### src/hw/vic_pkg.sv
// constants, types and register map of the vectored interrupt controller
package vic_pkg;

   // =====================================================================
   // sizes
   localparam int NUM_CH      = 32;
   localparam int CH_W        = 5;
   localparam int PRIO_W      = 4;
   localparam int STACK_DEPTH = 15;
   localparam int DEPTH_W     = 4;
   localparam int ADDR_W      = 12;
   localparam int HALF_W      = 16;

   // =====================================================================
   // register offsets (byte addresses)
   localparam logic [ADDR_W-1:0] CTRL_OFS      = 12'h000;
   localparam logic [ADDR_W-1:0] CUR_CHAN_OFS  = 12'h004;
   localparam logic [ADDR_W-1:0] CUR_PRIO_OFS  = 12'h008;
   localparam logic [ADDR_W-1:0] VECTOR_OFS    = 12'h018;
   localparam logic [ADDR_W-1:0] VEC_BASE_OFS  = 12'h01c;
   localparam logic [ADDR_W-1:0] ENABLE_OFS    = 12'h020;
   localparam logic [ADDR_W-1:0] PENDING_OFS   = 12'h040;
   localparam logic [ADDR_W-1:0] SOFT_RST_OFS  = 12'h044;
   localparam logic [ADDR_W-1:0] SRC_CFG_OFS   = 12'h080;
   localparam int                SRC_SEL_LSB   = 7;
   localparam int                SRC_IDX_LSB   = 2;

   // =====================================================================
   // field positions
   localparam int CTRL_IRQ_EN_BIT = 0;
   localparam int SOFT_RST_BIT    = 14;
   localparam int SRC_PRIO_LSB    = 0;
   localparam int SRC_ADDR_LSB    = 16;
   localparam int CUR_DEPTH_LSB   = 8;

   // =====================================================================
   // reset values
   localparam logic [31:0] CTRL_RESET     = 32'h0000_0000;
   localparam logic [31:0] SOFT_RST_RESET = 32'h0000_4000;
   localparam logic [31:0] SRC_CFG_RESET  = 32'h0000_0000;
   localparam logic [31:0] VEC_BASE_RESET = 32'h0000_0000;

   // =====================================================================
   // types
   typedef struct packed {
      logic              psel;
      logic              penable;
      logic              pwrite;
      logic [ADDR_W-1:0] paddr;
      logic [31:0]       pwdata;
   } apb_req_s;

   typedef struct packed {
      logic [CH_W-1:0]   chan;
      logic [PRIO_W-1:0] prio;
   } nest_entry_s;

   typedef enum logic {
      ST_IDLE,
      ST_WAIT
   } irq_state_e;

endpackage

### src/hw/nest_stack.sv
// hardware nesting stack of saved channel and priority pairs
`timescale 1ns/1ps
`default_nettype none
module nest_stack
   import vic_pkg::*;
(
   // clock and reset
   input  wire logic         i_clk_sys,
   input  wire logic         i_reset,
   input  wire logic         i_clk_en,
   input  wire logic         i_clear,
   // stack operations
   input  wire logic         i_push,
   input  wire logic         i_pop,
   input  wire nest_entry_s  i_push_data,
   // state
   output nest_entry_s       o_top,
   output logic [DEPTH_W-1:0] o_depth
);

   // =====================================================================
   // storage
   nest_entry_s        stack_mem [STACK_DEPTH];
   logic [DEPTH_W-1:0] depth_reg;

   // entries need no reset; only depth_reg says what is valid
   always_ff @(posedge i_clk_sys) begin
      if (i_clk_en && i_push && depth_reg != DEPTH_W'(STACK_DEPTH)) begin
         stack_mem[depth_reg] <= i_push_data;
      end
   end

   // depth counter; a push into a full stack is dropped
   always_ff @(posedge i_clk_sys or posedge i_reset) begin
      if (i_reset) begin
         depth_reg <= '0;
      end else if (i_clk_en) begin
         if (i_clear) begin
            depth_reg <= '0;
         end else if (i_push && depth_reg != DEPTH_W'(STACK_DEPTH)) begin
            depth_reg <= depth_reg + 1'b1;
         end else if (i_pop && depth_reg != '0) begin
            depth_reg <= depth_reg - 1'b1;
         end
      end
   end

   // =====================================================================
   // outputs
   always_comb begin
      o_top = (depth_reg != '0) ? stack_mem[depth_reg - 1'b1] : '0;
   end
   assign o_depth = depth_reg;

endmodule
`default_nettype wire

### src/hw/vectored_irq_controller.sv
// vectored nested interrupt controller with apb register slave
//
// Decided for this implementation: the APB interface to the registers and the register addresses.
`timescale 1ns/1ps
`default_nettype none
module vectored_irq_controller
   import vic_pkg::*;
(
   // clock, reset, clock enable
   input  wire logic         i_clk_sys,
   input  wire logic         i_reset,
   input  wire logic         i_clk_en,
   // apb slave
   input  wire apb_req_s     i_apb,
   output logic [31:0]       o_prdata,
   output logic              o_pready,
   output logic              o_pslverr,
   // interrupt sources, same clock domain
   input  wire logic [NUM_CH-1:0] i_irq_src,
   // processor request
   output logic              o_cpu_interrupt_request_n
);

   // =====================================================================
   // declarations
   logic [31:0]         ctrl_reg;
   logic [31:0]         soft_rst_reg;
   logic [31:0]         vec_base_reg;
   logic [NUM_CH-1:0]   enable_reg;
   logic [NUM_CH-1:0]   pending_reg;
   logic [31:0]         src_cfg_reg [NUM_CH];
   logic [CH_W-1:0]     cur_chan_reg;
   logic [PRIO_W-1:0]   cur_prio_reg;
   logic [31:0]         vector_reg;
   logic [CH_W-1:0]     vec_chan_reg;
   logic [CH_W-1:0]     rd_chan_reg;
   logic                ack_flag_reg;
   logic [CH_W-1:0]     ack_chan_reg;
   irq_state_e          state_reg;
   irq_state_e          state_next;
   logic [31:0]         prdata_reg;
   logic                pready_reg;
   logic                pslverr_reg;
   logic                req_out_reg;

   logic                blk_rst;
   logic                setup;
   logic                access;
   logic                wr;
   logic                rd;
   logic [CH_W-1:0]     src_idx;
   logic                src_hit;
   logic [31:0]         rd_data;
   logic                rd_err;
   logic                win_valid;
   logic [CH_W-1:0]     win_chan;
   logic [PRIO_W-1:0]   win_prio;
   logic                vec_read;
   logic                pend_wr;
   logic                do_push;
   logic                do_pop;
   logic [PRIO_W-1:0]   cur_floor;
   nest_entry_s         stack_top;
   logic [DEPTH_W-1:0]  stack_depth;

   // =====================================================================
   // bus phases and block reset
   // a cleared soft reset bit holds the block in reset, except the soft reset and apb response registers
   assign blk_rst = ~soft_rst_reg[SOFT_RST_BIT];
   assign setup   = i_apb.psel & ~i_apb.penable;
   assign access  = i_apb.psel & i_apb.penable & pready_reg;
   assign wr      = access & i_apb.pwrite & ~pslverr_reg;
   assign rd      = access & ~i_apb.pwrite & ~pslverr_reg;
   assign src_idx = i_apb.paddr[SRC_IDX_LSB +: CH_W];
   assign src_hit = i_apb.paddr[ADDR_W-1:SRC_SEL_LSB] == SRC_CFG_OFS[ADDR_W-1:SRC_SEL_LSB];

   // acknowledge only counts while a request is outstanding
   assign vec_read  = rd && i_apb.paddr == VECTOR_OFS;
   assign pend_wr   = wr && i_apb.paddr == PENDING_OFS;
   assign cur_floor = src_cfg_reg[cur_chan_reg][SRC_PRIO_LSB +: PRIO_W];

   // =====================================================================
   // priority decoder
   // ascending scan with >= lets the higher channel win a tie
   always_comb begin
      win_valid = 1'b0;
      win_chan  = '0;
      win_prio  = '0;
      for (int i = 0; i < NUM_CH; i++) begin
         if (pending_reg[i] &&
             src_cfg_reg[i][SRC_PRIO_LSB +: PRIO_W] > cur_prio_reg &&
             (!win_valid || src_cfg_reg[i][SRC_PRIO_LSB +: PRIO_W] >= win_prio)) begin
            win_valid = 1'b1;
            win_chan  = CH_W'(i);
            win_prio  = src_cfg_reg[i][SRC_PRIO_LSB +: PRIO_W];
         end
      end
   end

   // vector follows the winner every cycle, so it is ready before entry
   always_ff @(posedge i_clk_sys or posedge i_reset) begin
      if (i_reset) begin
         vector_reg   <= '0;
         vec_chan_reg <= '0;
      end else if (i_clk_en) begin
         if (blk_rst) begin
            vector_reg   <= '0;
            vec_chan_reg <= '0;
         end else if (win_valid) begin
            vector_reg   <= {vec_base_reg[31:HALF_W],
                             src_cfg_reg[win_chan][SRC_ADDR_LSB +: HALF_W]};
            vec_chan_reg <= win_chan;
         end
      end
   end

   // =====================================================================
   // request state machine
   always_comb begin
      state_next = state_reg;
      case (state_reg)
         ST_IDLE: begin
            // no new request while the acknowledge is still being applied
            if (win_valid && !ack_flag_reg) begin
               state_next = ST_WAIT;
            end
         end
         ST_WAIT: begin
            if (vec_read) begin
               state_next = ST_IDLE;
            end
         end
         default: state_next = ST_IDLE;
      endcase
   end

   always_ff @(posedge i_clk_sys or posedge i_reset) begin
      if (i_reset) begin
         state_reg <= ST_IDLE;
      end else if (i_clk_en) begin
         state_reg <= blk_rst ? ST_IDLE : state_next;
      end
   end

   // output request, masked high while requests are disabled
   always_ff @(posedge i_clk_sys or posedge i_reset) begin
      if (i_reset) begin
         req_out_reg <= 1'b1;
      end else if (i_clk_en) begin
         req_out_reg <= (state_reg != ST_WAIT) | ~ctrl_reg[CTRL_IRQ_EN_BIT];
      end
   end
   assign o_cpu_interrupt_request_n = req_out_reg;

   // =====================================================================
   // acknowledge flag, current channel and current priority
   always_ff @(posedge i_clk_sys or posedge i_reset) begin
      if (i_reset) begin
         ack_flag_reg <= 1'b0;
         ack_chan_reg <= '0;
      end else if (i_clk_en) begin
         if (blk_rst) begin
            ack_flag_reg <= 1'b0;
         end else if (vec_read && state_reg == ST_WAIT) begin
            ack_flag_reg <= 1'b1;
            ack_chan_reg <= rd_chan_reg;
         end else begin
            ack_flag_reg <= 1'b0;
         end
      end
   end

   assign do_push = ack_flag_reg;
   assign do_pop  = pend_wr && i_apb.pwdata[cur_chan_reg] && !ack_flag_reg;

   always_ff @(posedge i_clk_sys or posedge i_reset) begin
      if (i_reset) begin
         cur_chan_reg <= '0;
         cur_prio_reg <= '0;
      end else if (i_clk_en) begin
         if (blk_rst) begin
            cur_chan_reg <= '0;
            cur_prio_reg <= '0;
         end else if (do_push) begin
            cur_chan_reg <= ack_chan_reg;
            cur_prio_reg <= src_cfg_reg[ack_chan_reg][SRC_PRIO_LSB +: PRIO_W];
         end else if (do_pop && stack_depth != '0) begin
            cur_chan_reg <= stack_top.chan;
            cur_prio_reg <= stack_top.prio;
         end else if (wr && i_apb.paddr == CUR_PRIO_OFS &&
                      i_apb.pwdata[PRIO_W-1:0] >= cur_floor) begin
            cur_prio_reg <= i_apb.pwdata[PRIO_W-1:0];
         end
      end
   end

   // nesting stack
   nest_stack u_stack (
      .i_clk_sys   (i_clk_sys),
      .i_reset     (i_reset),
      .i_clk_en    (i_clk_en),
      .i_clear     (blk_rst),
      .i_push      (do_push),
      .i_pop       (do_pop),
      .i_push_data ({cur_chan_reg, cur_prio_reg}),
      .o_top       (stack_top),
      .o_depth     (stack_depth)
   );

   // =====================================================================
   // pending bits, one flop per channel
   // a source event in the same cycle as a clear keeps the bit set
   for (genvar g = 0; g < NUM_CH; g++) begin : g_pend
      always_ff @(posedge i_clk_sys or posedge i_reset) begin
         if (i_reset) begin
            pending_reg[g] <= 1'b0;
         end else if (i_clk_en) begin
            if (blk_rst) begin
               pending_reg[g] <= 1'b0;
            end else if (i_irq_src[g] && enable_reg[g]) begin
               pending_reg[g] <= 1'b1;
            end else if (pend_wr && i_apb.pwdata[g]) begin
               pending_reg[g] <= 1'b0;
            end
         end
      end
   end

   // =====================================================================
   // software registers
   always_ff @(posedge i_clk_sys or posedge i_reset) begin
      if (i_reset) begin
         ctrl_reg     <= CTRL_RESET;
         vec_base_reg <= VEC_BASE_RESET;
         enable_reg   <= '0;
      end else if (i_clk_en) begin
         if (blk_rst) begin
            ctrl_reg     <= CTRL_RESET;
            vec_base_reg <= VEC_BASE_RESET;
            enable_reg   <= '0;
         end else if (wr) begin
            if (i_apb.paddr == CTRL_OFS) begin
               ctrl_reg <= {31'h0000_0000, i_apb.pwdata[CTRL_IRQ_EN_BIT]};
            end else if (i_apb.paddr == VEC_BASE_OFS) begin
               vec_base_reg <= {i_apb.pwdata[31:HALF_W], 16'h0000};
            end else if (i_apb.paddr == ENABLE_OFS) begin
               enable_reg <= i_apb.pwdata;
            end
         end
      end
   end

   // soft reset lives outside the block reset so it can release it
   always_ff @(posedge i_clk_sys or posedge i_reset) begin
      if (i_reset) begin
         soft_rst_reg <= SOFT_RST_RESET;
      end else if (i_clk_en && wr && i_apb.paddr == SOFT_RST_OFS) begin
         soft_rst_reg <= i_apb.pwdata & SOFT_RST_RESET;
      end
   end

   // per-channel source configuration: routine address and priority
   always_ff @(posedge i_clk_sys or posedge i_reset) begin
      if (i_reset) begin
         for (int i = 0; i < NUM_CH; i++) begin
            src_cfg_reg[i] <= SRC_CFG_RESET;
         end
      end else if (i_clk_en) begin
         if (blk_rst) begin
            for (int i = 0; i < NUM_CH; i++) begin
               src_cfg_reg[i] <= SRC_CFG_RESET;
            end
         end else if (wr && src_hit) begin
            src_cfg_reg[src_idx] <= {i_apb.pwdata[31:HALF_W], 12'h000,
                                     i_apb.pwdata[PRIO_W-1:0]};
         end
      end
   end

   // =====================================================================
   // read decode
   always_comb begin
      rd_data = '0;
      rd_err  = 1'b0;
      if (i_apb.paddr == CTRL_OFS) begin
         rd_data = ctrl_reg;
      end else if (i_apb.paddr == CUR_CHAN_OFS) begin
         rd_data = {20'h00000, stack_depth, 3'h0, cur_chan_reg};
      end else if (i_apb.paddr == CUR_PRIO_OFS) begin
         rd_data = {28'h0000000, cur_prio_reg};
      end else if (i_apb.paddr == VECTOR_OFS) begin
         rd_data = vector_reg;
      end else if (i_apb.paddr == VEC_BASE_OFS) begin
         rd_data = vec_base_reg;
      end else if (i_apb.paddr == ENABLE_OFS) begin
         rd_data = enable_reg;
      end else if (i_apb.paddr == PENDING_OFS) begin
         rd_data = pending_reg;
      end else if (i_apb.paddr == SOFT_RST_OFS) begin
         rd_data = soft_rst_reg;
      end else if (src_hit) begin
         rd_data = src_cfg_reg[src_idx];
      end else begin
         rd_err = 1'b1;
      end
   end

   // no wait state: data captured in setup, pready high in the first access cycle
   always_ff @(posedge i_clk_sys or posedge i_reset) begin
      if (i_reset) begin
         prdata_reg  <= '0;
         pready_reg  <= 1'b0;
         pslverr_reg <= 1'b0;
         rd_chan_reg <= '0;
      end else if (i_clk_en) begin
         pready_reg  <= setup;
         pslverr_reg <= setup & rd_err;
         if (setup) begin
            prdata_reg  <= i_apb.pwrite ? 32'h0000_0000 : rd_data;
            rd_chan_reg <= vec_chan_reg; // channel matching the returned vector
         end
      end
   end
   assign o_prdata  = prdata_reg;
   assign o_pready  = pready_reg;
   assign o_pslverr = pslverr_reg;

endmodule
`default_nettype wire

### config.mk
export PLATFORM = sky130hd
export DESIGN_NAME = vectored_irq_controller
export DESIGN_NICKNAME = d
export VERILOG_FILES = /design/src/hw/vic_pkg.sv /design/src/hw/nest_stack.sv /design/src/hw/vectored_irq_controller.sv
export SDC_FILE = /design/constraint.sdc
export NUM_CORES = 2
export LEC_CHECK = 0
export BUFFER_PORTS_ARGS = -buffer_cell sky130_fd_sc_hd__buf_2
export CORE_ASPECT_RATIO = 1.5
export CORE_MARGIN = 1
export CORE_UTILIZATION = 45
export DETAILED_ROUTE_END_ITERATION = 12
export GPL_TIMING_DRIVEN = 0
export HOLD_SLACK_MARGIN = 0.15
export SLEW_MARGIN = 20
export SYNTH_ARGS = -nofsm -noshare
export SYNTH_HDL_FRONTEND = slang
export SYNTH_SLANG_ARGS = --single-unit
### constraint.sdc
create_clock -name i_clk_sys -period 159.1 [get_ports i_clk_sys]
set_input_delay 23.865 -clock i_clk_sys [delete_from_list [all_inputs] [get_ports i_clk_sys]]
set_output_delay 23.865 -clock i_clk_sys [all_outputs]
set_load 0.02 [all_outputs]
== After elaboration in Yosys (flattened, before gate mapping) ==
Memory sizes are Yosys's and may differ from the RTL's.
Index checks and enable logic that the tools add are counted.

* Add/sub/neg operators: 2
* Magnitude comparators: 70
* Equal/unequal tests: 52
* Muxes and demuxes: 263
* Bitwise logic cells: 18
* Reduce and logical (&&, ||, !) cells: 250

{| class="wikitable"
|+ Operators with widths
! kind !! count
|-
| $mux 1024 || 2
|-
| $bwmux 1024 || 1
|-
| $mux 32 || 29
|-
| $bmux 32 s5 || 4
|-
| $mux 5 || 35
|-
| $mux 4 || 42
|-
| $demux 32 s5 || 1
|-
| $mux 1 || 146
|-
| $logic_and 1x1->1 || 143
|-
| $ge 4x4->1 || 32
|-
| $gt 4x4->1 || 32
|-
| $ne 3x1->1 const B || 34
|-
| $reduce_and 2->1 || 38
|-
| $logic_not 1->1 || 32
|-
| $logic_or 1x1->1 || 31
|-
| $eq 12x5->1 const B || 2
|-
| $eq 12x7->1 const B || 2
|-
| $ge 6x6->1 const B || 4
|-
| $not 5->6 || 4
|-
| $eq 12x3->1 const B || 1
|-
| $eq 12x4->1 const B || 1
|-
| $eq 12x6->1 const B || 1
|-
| $logic_not 12->1 || 1
|-
| $ne 2x1->1 const B || 6
|-
| other kinds (18) || 31
|}

* Bits in registers: 1,250
* Bits in writable memories: 135
* Bits of input ports: 82
* Output and inout port bits: 35
* Word-level logic and storage cells: 737
* Memories: 1

{| class="wikitable"
|+ Memory list
! memory !! words !! width !! read ports !! clocked after memory_dff !! write ports !! RTL line !! text
|-
| u_stack.stack_mem || 15 || 9 || 1 || 0 || 1 || nest_stack.sv:23 || <nowiki>nest_entry_s stack_mem [STACK_DEPTH];</nowiki>
|}

== Depth between registers and ports, before layout ==
* Depth after elaboration: 133
* Gate-level depth with buffers: 282

== Hierarchy ==
Synthesis repeated with hierarchy kept, for this count alone.

* Cell total of the unflattened synthesis: 5,113
* Area total of the unflattened synthesis: 57,696.6 µm²

{| class="wikitable"
|+ Modules (own cells, without submodules)
! module !! times used !! cells each !! area each (µm²) !! seq. area each (µm²)
|-
| vectored_irq_controller || 1 || 4,793 || 51,953.6 || 20,397.1
|-
| nest_stack || 1 || 320 || 5,743.0 || 4,154.0
|}

== Worst setup path before layout ==
Ideal clock, no wire load.

* Path kind: register to register
* Start: register cur_prio_reg[1]
* End: register vector_reg[0]
* Arrival time: 49,908 ps
* Required time: 158,961 ps
* Path slack: 109,054 ps
* Stages on the path, launching flop included: 263
* Path through: dfrtp_1 > inv_1 > ha_1 > nor2b_1 > o211ai_1 > a21o_1 > nor2_1 > ha_1 > nand2b_1 > a21oi_1 > o21a_1 > a21oi_1 > a22o_1 > ha_1 > o21ai_0 > a21oi_1 > a211o_1 > a222oi_1 > (+227 left out) > nor2b_1 > o31ai_1 > clkbuf_1 > a31oi_1 > o21ai_1 > ha_1 > nand2b_1 > a21o_1 > a21o_1 > a21oi_1 > a21boi_0 > nor2_1 > nand4_1 > nor4_1 > a21o_1 > nor2_1 > a32o_1 > or4_1

* Word-level cells in the longest chain between the ends: 133
* Elaborated cells on any way between the ends: 290
* Those cells by class: order compare: 63; eq/ne: 1; mux: 99; bitwise: 1; reduce/logical: 126

{| class="wikitable"
|+ RTL lines
! item !! RTL line !! text
|-
| start: declaration || vectored_irq_controller.sv:33 || <nowiki>logic [PRIO_W-1:0] cur_prio_reg;</nowiki>
|-
| start signal: assignment || vectored_irq_controller.sv:186 || <nowiki>cur_prio_reg <= src_cfg_reg[ack_chan_reg][SRC_PRIO_LSB +: PRIO_W];</nowiki>
|-
| start signal: assignment || vectored_irq_controller.sv:189 || <nowiki>cur_prio_reg <= stack_top.prio;</nowiki>
|-
| start signal: assignment || vectored_irq_controller.sv:192 || <nowiki>cur_prio_reg <= i_apb.pwdata[PRIO_W-1:0];</nowiki>
|-
| $gt 4x4->1 || vectored_irq_controller.sv:91 || <nowiki>src_cfg_reg[i][SRC_PRIO_LSB +: PRIO_W] > cur_prio_reg &&</nowiki>
|-
| $logic_and 1x1->1 || vectored_irq_controller.sv:90 || <nowiki>if (pending_reg[i] &&</nowiki>
|-
| $mux 4 or $mux 1 (tied branches) || vectored_irq_controller.sv:90 ||
|-
| $ge 4x4->1 or $logic_not 1->1 (tied branches) || vectored_irq_controller.sv:92 || <nowiki>(!win_valid || src_cfg_reg[i][SRC_PRIO_LSB +: PRIO_W] >= win_prio)) begin</nowiki>
|-
| $logic_or 1x1->1 || vectored_irq_controller.sv:92 ||
|-
| $logic_and 1x1->1 || vectored_irq_controller.sv:91 ||
|-
| $mux 4 or $mux 1 (tied branches) || vectored_irq_controller.sv:90 ||
|-
| $ge 4x4->1 or $logic_not 1->1 (tied branches) || vectored_irq_controller.sv:92 ||
|-
| (+116 left out) || n/a ||
|-
| $logic_or 1x1->1 || vectored_irq_controller.sv:92 ||
|-
| $logic_and 1x1->1 || vectored_irq_controller.sv:91 ||
|-
| $mux 5 || vectored_irq_controller.sv:90 ||
|-
| $not 5->6 (implied by the code) || vectored_irq_controller.sv:111 || <nowiki>src_cfg_reg[win_chan][SRC_ADDR_LSB +: HALF_W]};</nowiki>
|-
| $bmux 32 s5 || vectored_irq_controller.sv:111 ||
|-
| $mux 32 (implied by the code) (2 in series) || vectored_irq_controller.sv:111 ||
|-
| $mux 32 || vectored_irq_controller.sv:109 || <nowiki>end else if (win_valid) begin</nowiki>
|-
| $mux 32 || vectored_irq_controller.sv:106 || <nowiki>if (blk_rst) begin</nowiki>
|-
| end signal: assignment || vectored_irq_controller.sv:110 || <nowiki>vector_reg <= {vec_base_reg[31:HALF_W],</nowiki>
|-
| end: declaration || vectored_irq_controller.sv:34 || <nowiki>logic [31:0] vector_reg;</nowiki>
|}

Several ways; a longest one is shown, not always the timed one. The select of a mux whose other input is x is not followed.
A chain may end at the register's enable or synchronous reset.

== Worst setup path in the final report ==
* Start: register cur_prio_reg[3]
* End: register vector_reg[7]

The elaborated chain is that of the path after synthesis.

==> results_tabular.tex <==
\begin{tabular}{lr}
\hline
Metric & Value \\
\hline
\multicolumn{2}{l}{\textbf{Worst setup path}} \\
Setup crit start kind & flop \\
Longest individual stage delay on the worst path & 1.05 ns \\
Internal reg-to-reg setup slack & 95.45 ns \\
Cell with the biggest individual delay on the critical path & sky130\_fd\_sc\_hd\_\_o211ai\_1 \\
Setup crit end kind & flop \\
Launching point of the worst reg2reg path & cur\_prio\_reg[3] \\
Setup CP Type & reg2reg \\
Required time of the critical path & approximately 160 ns \\
End of the worst register-to-register path & vector\_reg[7] \\
Data arrival time at the worst-slack endpoint & roughly 64 ns \\
Number of cells traversed by the worst register-to-register path & 263 \\
CP max FO & 23 \\
Most frequent CP cell & sky130\_fd\_sc\_hd\_\_ha\_1 \\
\multicolumn{2}{l}{\textbf{Route}} \\
Final routed wirelength across all metal layers & 321,000 µm \\
1st-iter DRT viols & 7,177 \\
Post-detailed-route wirelength per cell & 44.6 µm \\
Remaining antenna violation count after routing & 0 \\
1st-pass router iterations & 10 \\
Drt drc & 0 \\
Via total after detailed routing & between 50,000 and 60,000 \\
DR vias/cell & $\sim$7.4 \\
\multicolumn{2}{l}{\textbf{Logic synthesis}} \\
Synthesis warning total & 0 \\
Number of library cell types mapped by synthesis & around 130 \\
Top\_reg\_cell synth & sky130\_fd\_sc\_hd\_\_dfrtp\_1 \\
Area share of the largest cell type after synthesis & 35.8\% \\
Sequential area share after synthesis & 43.0\% \\
Post-Syn Area & 57,100 µm² \\
Cell type with the highest aggregate area in the netlist & sky130\_fd\_sc\_hd\_\_dfrtp\_1 \\
Post-Synthesis Net Count & 5,467 \\
Area contributors post-synth & sky130\_fd\_sc\_hd\_\_dfrtp\_1 (36\%), sky130\_fd\_sc\_hd\_\_mux4\_2 (12\%), sky130\_fd\_sc\_hd\_\_a22o\_1 (8.6\%) \\
Gate Count Post-Synth & 5,147 \\
Share of flip-flops with an asynchronous set or reset after synthesis & between 80\% and 90\% \\
Register bit count reported by yosys & $\sim$950 \\
Average footprint of a synthesized cell & about 11 µm² \\
Number of synthesized flops with an enable pin & about 140 \\
\multicolumn{2}{l}{\textbf{Final layout}} \\
Leading cell types in the layout, fill and taps excluded & sky130\_fd\_sc\_hd\_\_dfrtp\_1 (816), sky130\_fd\_sc\_hd\_\_nand2\_1 (622), sky130\_fd\_sc\_hd\_\_a22o\_1 (559) \\
Post-layout net count & 5,718 \\
Most common cell after layout, fill and taps aside & sky130\_fd\_sc\_hd\_\_dfrtp\_1 \\
P\&R area growth vs syn & 12.5\% \\
Finished layout cell area & roughly 64,000 µm² \\
Flip-flop count of the largest register, all copies and words added & 640 \\
Share of final-layout standard cells stronger than drive strength 1 & 16.4\% \\
\multicolumn{2}{l}{\textbf{GRT}} \\
Antenna violations before repair & just under 50 \\
Aggregate global-route resource usage & 51.1\% \\
Global-route wire length before repair & 443,000 µm \\
Residual overflow from global routing & 0 \\
Vias in the first global route & 51,400 \\
Maximum number of pins on one net before global-route repair & 101 \\
\multicolumn{2}{l}{\textbf{Worst hold path}} \\
Endpoint of the worst hold-timing path & vec\_chan\_reg[3] \\
Worst Hold Path Cells & 2 \\
Worst min-delay path startpoint & vec\_chan\_reg[3] \\
Type of the most critical hold path & reg2reg \\
\multicolumn{2}{l}{\textbf{Place}} \\
Gp weighted congestion & $\sim$1.1 \\
Area post-placement & 60,600 µm² \\
IO buf count & between 100 and 150 \\
Final HPWL from detailed placement & 237,000 µm \\
\multicolumn{2}{l}{\textbf{Flow run}} \\
Max\_cap viols & 0 \\
\multicolumn{2}{l}{\textbf{Die}} \\
Number of rows in the core area & 159 \\
Die X-Extent & 293 µm \\
Core region area & 126,000 µm² \\
Boundary pin count & between 100 and 150 \\
Overall die area & about 130,000 µm² \\
Die extent in y & 438 µm \\
Starting density of the core & 45.5\% \\
\multicolumn{2}{l}{\textbf{Timing}} \\
Count of pins over their slew limit & 0 \\
Fmax & between 15 and 20 MHz \\
Min Clock Period, post-route & 63.65 ns \\
Final-report hold violation count & 0 \\
Setup repair after global routing missed its margin & no \\
Part of the cycle the worst path needs & 40.0\% \\
Total negative setup slack & 0 ns \\
Worst clock skew & $\sim$0.054 ns \\
Rel. slew slack & around a tenth \\
Slew at the pin closest to its max-slew limit & 1.35 ns \\
Setup violation total in the final timing report & 0 \\
\multicolumn{2}{l}{\textbf{Clocking}} \\
Maximum count of clock buffers along a single path & 3 \\
Total CTS buffers & 96 \\
Number of buffers inserted to repair setup after CTS & 0 \\
Clock sink total & 954 \\
Worst-path clk slew & roughly 0.070 ns \\
TritonCTS clock tree & done \\
Count of hold buffers inserted by post-cts repair & 0 \\
Htree depth & 3 \\
Clock latency reported for the late side of the worst-skew pair & 0.81 ns \\
Cells resized by post-CTS repair & 0 \\
Cell chosen for the clock root & sky130\_fd\_sc\_hd\_\_clkbuf\_16 \\
\multicolumn{2}{l}{\textbf{Pwr}} \\
VDD IR max & 0.00918 mV \\
Total power divided by cell area & 9.04 nW/µm² \\
Cell leakage power & $\sim$0.026 µW \\
\multicolumn{2}{l}{\textbf{Run status}} \\
Run status & finished clean \\
\hline
\end{tabular}
==> where the power goes <==
group / switching, µW / total, µW / internal [µW]
logic: 55.0 / 77.8 / 22.8
clock network: 113 / 250 / 136
registers: 3.45 / 253 / 249
total: 172 / 580 / 408
==> worst max path at each step <==
stage	end	cells past startpoint	from	slack (ns)
4_1_cts	vector_reg[12]	266	cur_prio_reg[3]	97.25
3_3_place_gp	vector_reg[7]	262	cur_prio_reg[0]	96.23
5_1_grt	vector_reg[7]	264	cur_prio_reg[3]	92.36
6_report	vector_reg[7]	263	cur_prio_reg[3]	95.45
3_5_place_dp	vector_reg[12]	266	cur_prio_reg[3]	97.56
2_1_floorplan	vector_reg[0]	262	cur_prio_reg[1]	109.05
==> through the flow <==
stage                     utilization, %  power [µW]  hold WS, ns  setup slack (ns)  std cells
after floorplan                        -         297        0.424            109.05       5147
after global placement              47.6         328        0.461             96.23       6953
after detailed placement            48.2         331        0.449             97.56       6983
after CTS                           50.9         574        0.464             97.25       7159
after global routing                51.1         590        0.469             92.36       7167
final                               51.2         580        0.479             95.45       7208
==> cells by family after synthesis <==
| family | after synthesis | share of synthesized area [%] |
|---|---|---|
| buffers and inverters | 526 | 3.70 |
| adders and majority gates | 239 | 5.24 |
| DFF | 954 | 43.0 |
| and+or+nand+nor | 1236 | 10.1 |
| xor gates and xnor gates | 4 | 0.0614 |
| muxes | 480 | 15.2 |
| AOI/OAI and AO/OA | 1708 | 22.7 |
==> synth_stat cells, types with 9 or more instances <==
| cell type | number |
|---|---|
| sky130_fd_sc_hd__dfrtp_1 | 817 |
| sky130_fd_sc_hd__nand2_1 | 622 |
| sky130_fd_sc_hd__a22o_1 | 559 |
| sky130_fd_sc_hd__clkbuf_1 | 314 |
| sky130_fd_sc_hd__mux4_2 | 303 |
| sky130_fd_sc_hd__o21ai_0 | 265 |
| sky130_fd_sc_hd__ha_1 | 238 |
| sky130_fd_sc_hd__nor2_1 | 179 |
| sky130_fd_sc_hd__a22oi_1 | 141 |
| sky130_fd_sc_hd__edfxtp_1 | 135 |
| sky130_fd_sc_hd__a21oi_1 | 132 |
| sky130_fd_sc_hd__nand3_1 | 111 |
| sky130_fd_sc_hd__mux2i_1 | 110 |
| sky130_fd_sc_hd__inv_1 | 109 |
| sky130_fd_sc_hd__a31oi_1 | 74 |
| sky130_fd_sc_hd__mux2_2 | 64 |
| sky130_fd_sc_hd__o22ai_1 | 61 |
| sky130_fd_sc_hd__nand4_1 | 56 |
| sky130_fd_sc_hd__o211ai_1 | 55 |
| sky130_fd_sc_hd__a21o_1 | 51 |
| sky130_fd_sc_hd__nand2b_1 | 51 |
| sky130_fd_sc_hd__buf_1 | 45 |
| sky130_fd_sc_hd__a311oi_1 | 41 |
| sky130_fd_sc_hd__and2_1 | 40 |
| sky130_fd_sc_hd__buf_2 | 39 |
| sky130_fd_sc_hd__o21a_1 | 38 |
| sky130_fd_sc_hd__a211oi_1 | 37 |
| sky130_fd_sc_hd__nor2b_1 | 35 |
| sky130_fd_sc_hd__nor3_1 | 27 |
| sky130_fd_sc_hd__and3_1 | 25 |
| sky130_fd_sc_hd__a32oi_1 | 19 |
| sky130_fd_sc_hd__o21bai_1 | 18 |
| sky130_fd_sc_hd__o31ai_1 | 18 |
| sky130_fd_sc_hd__a211o_1 | 17 |
| sky130_fd_sc_hd__a41o_1 | 17 |
| sky130_fd_sc_hd__nand4b_1 | 16 |
| sky130_fd_sc_hd__o21ai_1 | 12 |
| sky130_fd_sc_hd__or2_2 | 12 |
| sky130_fd_sc_hd__a221oi_1 | 11 |
| sky130_fd_sc_hd__o211a_1 | 11 |
| sky130_fd_sc_hd__buf_4 | 10 |
| sky130_fd_sc_hd__a222oi_1 | 9 |
| sky130_fd_sc_hd__o2111ai_1 | 9 |
==> worst max-delay path: cells and delay by family (launching register included) <==
family          cells  cell delay [ns]
fa+ha+maj          33             9.09
mux                10             3.81
flops               1             0.80
simple gates       74            13.42
compound gates    122            29.62
buf+inv            24             6.55
==> final cells by class <==
class                   instances  area (µm²)
diodes                         42         105
clock inverters                54         729
repair buffers                153        1340
fillers                     11300       61300
flip-flops and latches        954       24600
multi-input cells            3667       30600
clock buffers                 122        2620
well taps                    1690        2110
inverters                     111         424
plain buffers                 415        1760
==> per-layer routing <==
| metal | vias to the layer above | GRT usage, % | part of all wire [%] |
|---|---|---|---|
| met2 | 4219 | 75.9 | 44 |
| met5 | - | 0.188 | 0.028 |
| met1 | 26900 | 51.4 | 31 |
| li1 | 20700 | - | - |
| met4 | 14 | 56.2 | 14 |
| met3 | 1702 | 21.9 | 11 |
Note: power is estimated with default switching activity, not from simulation.
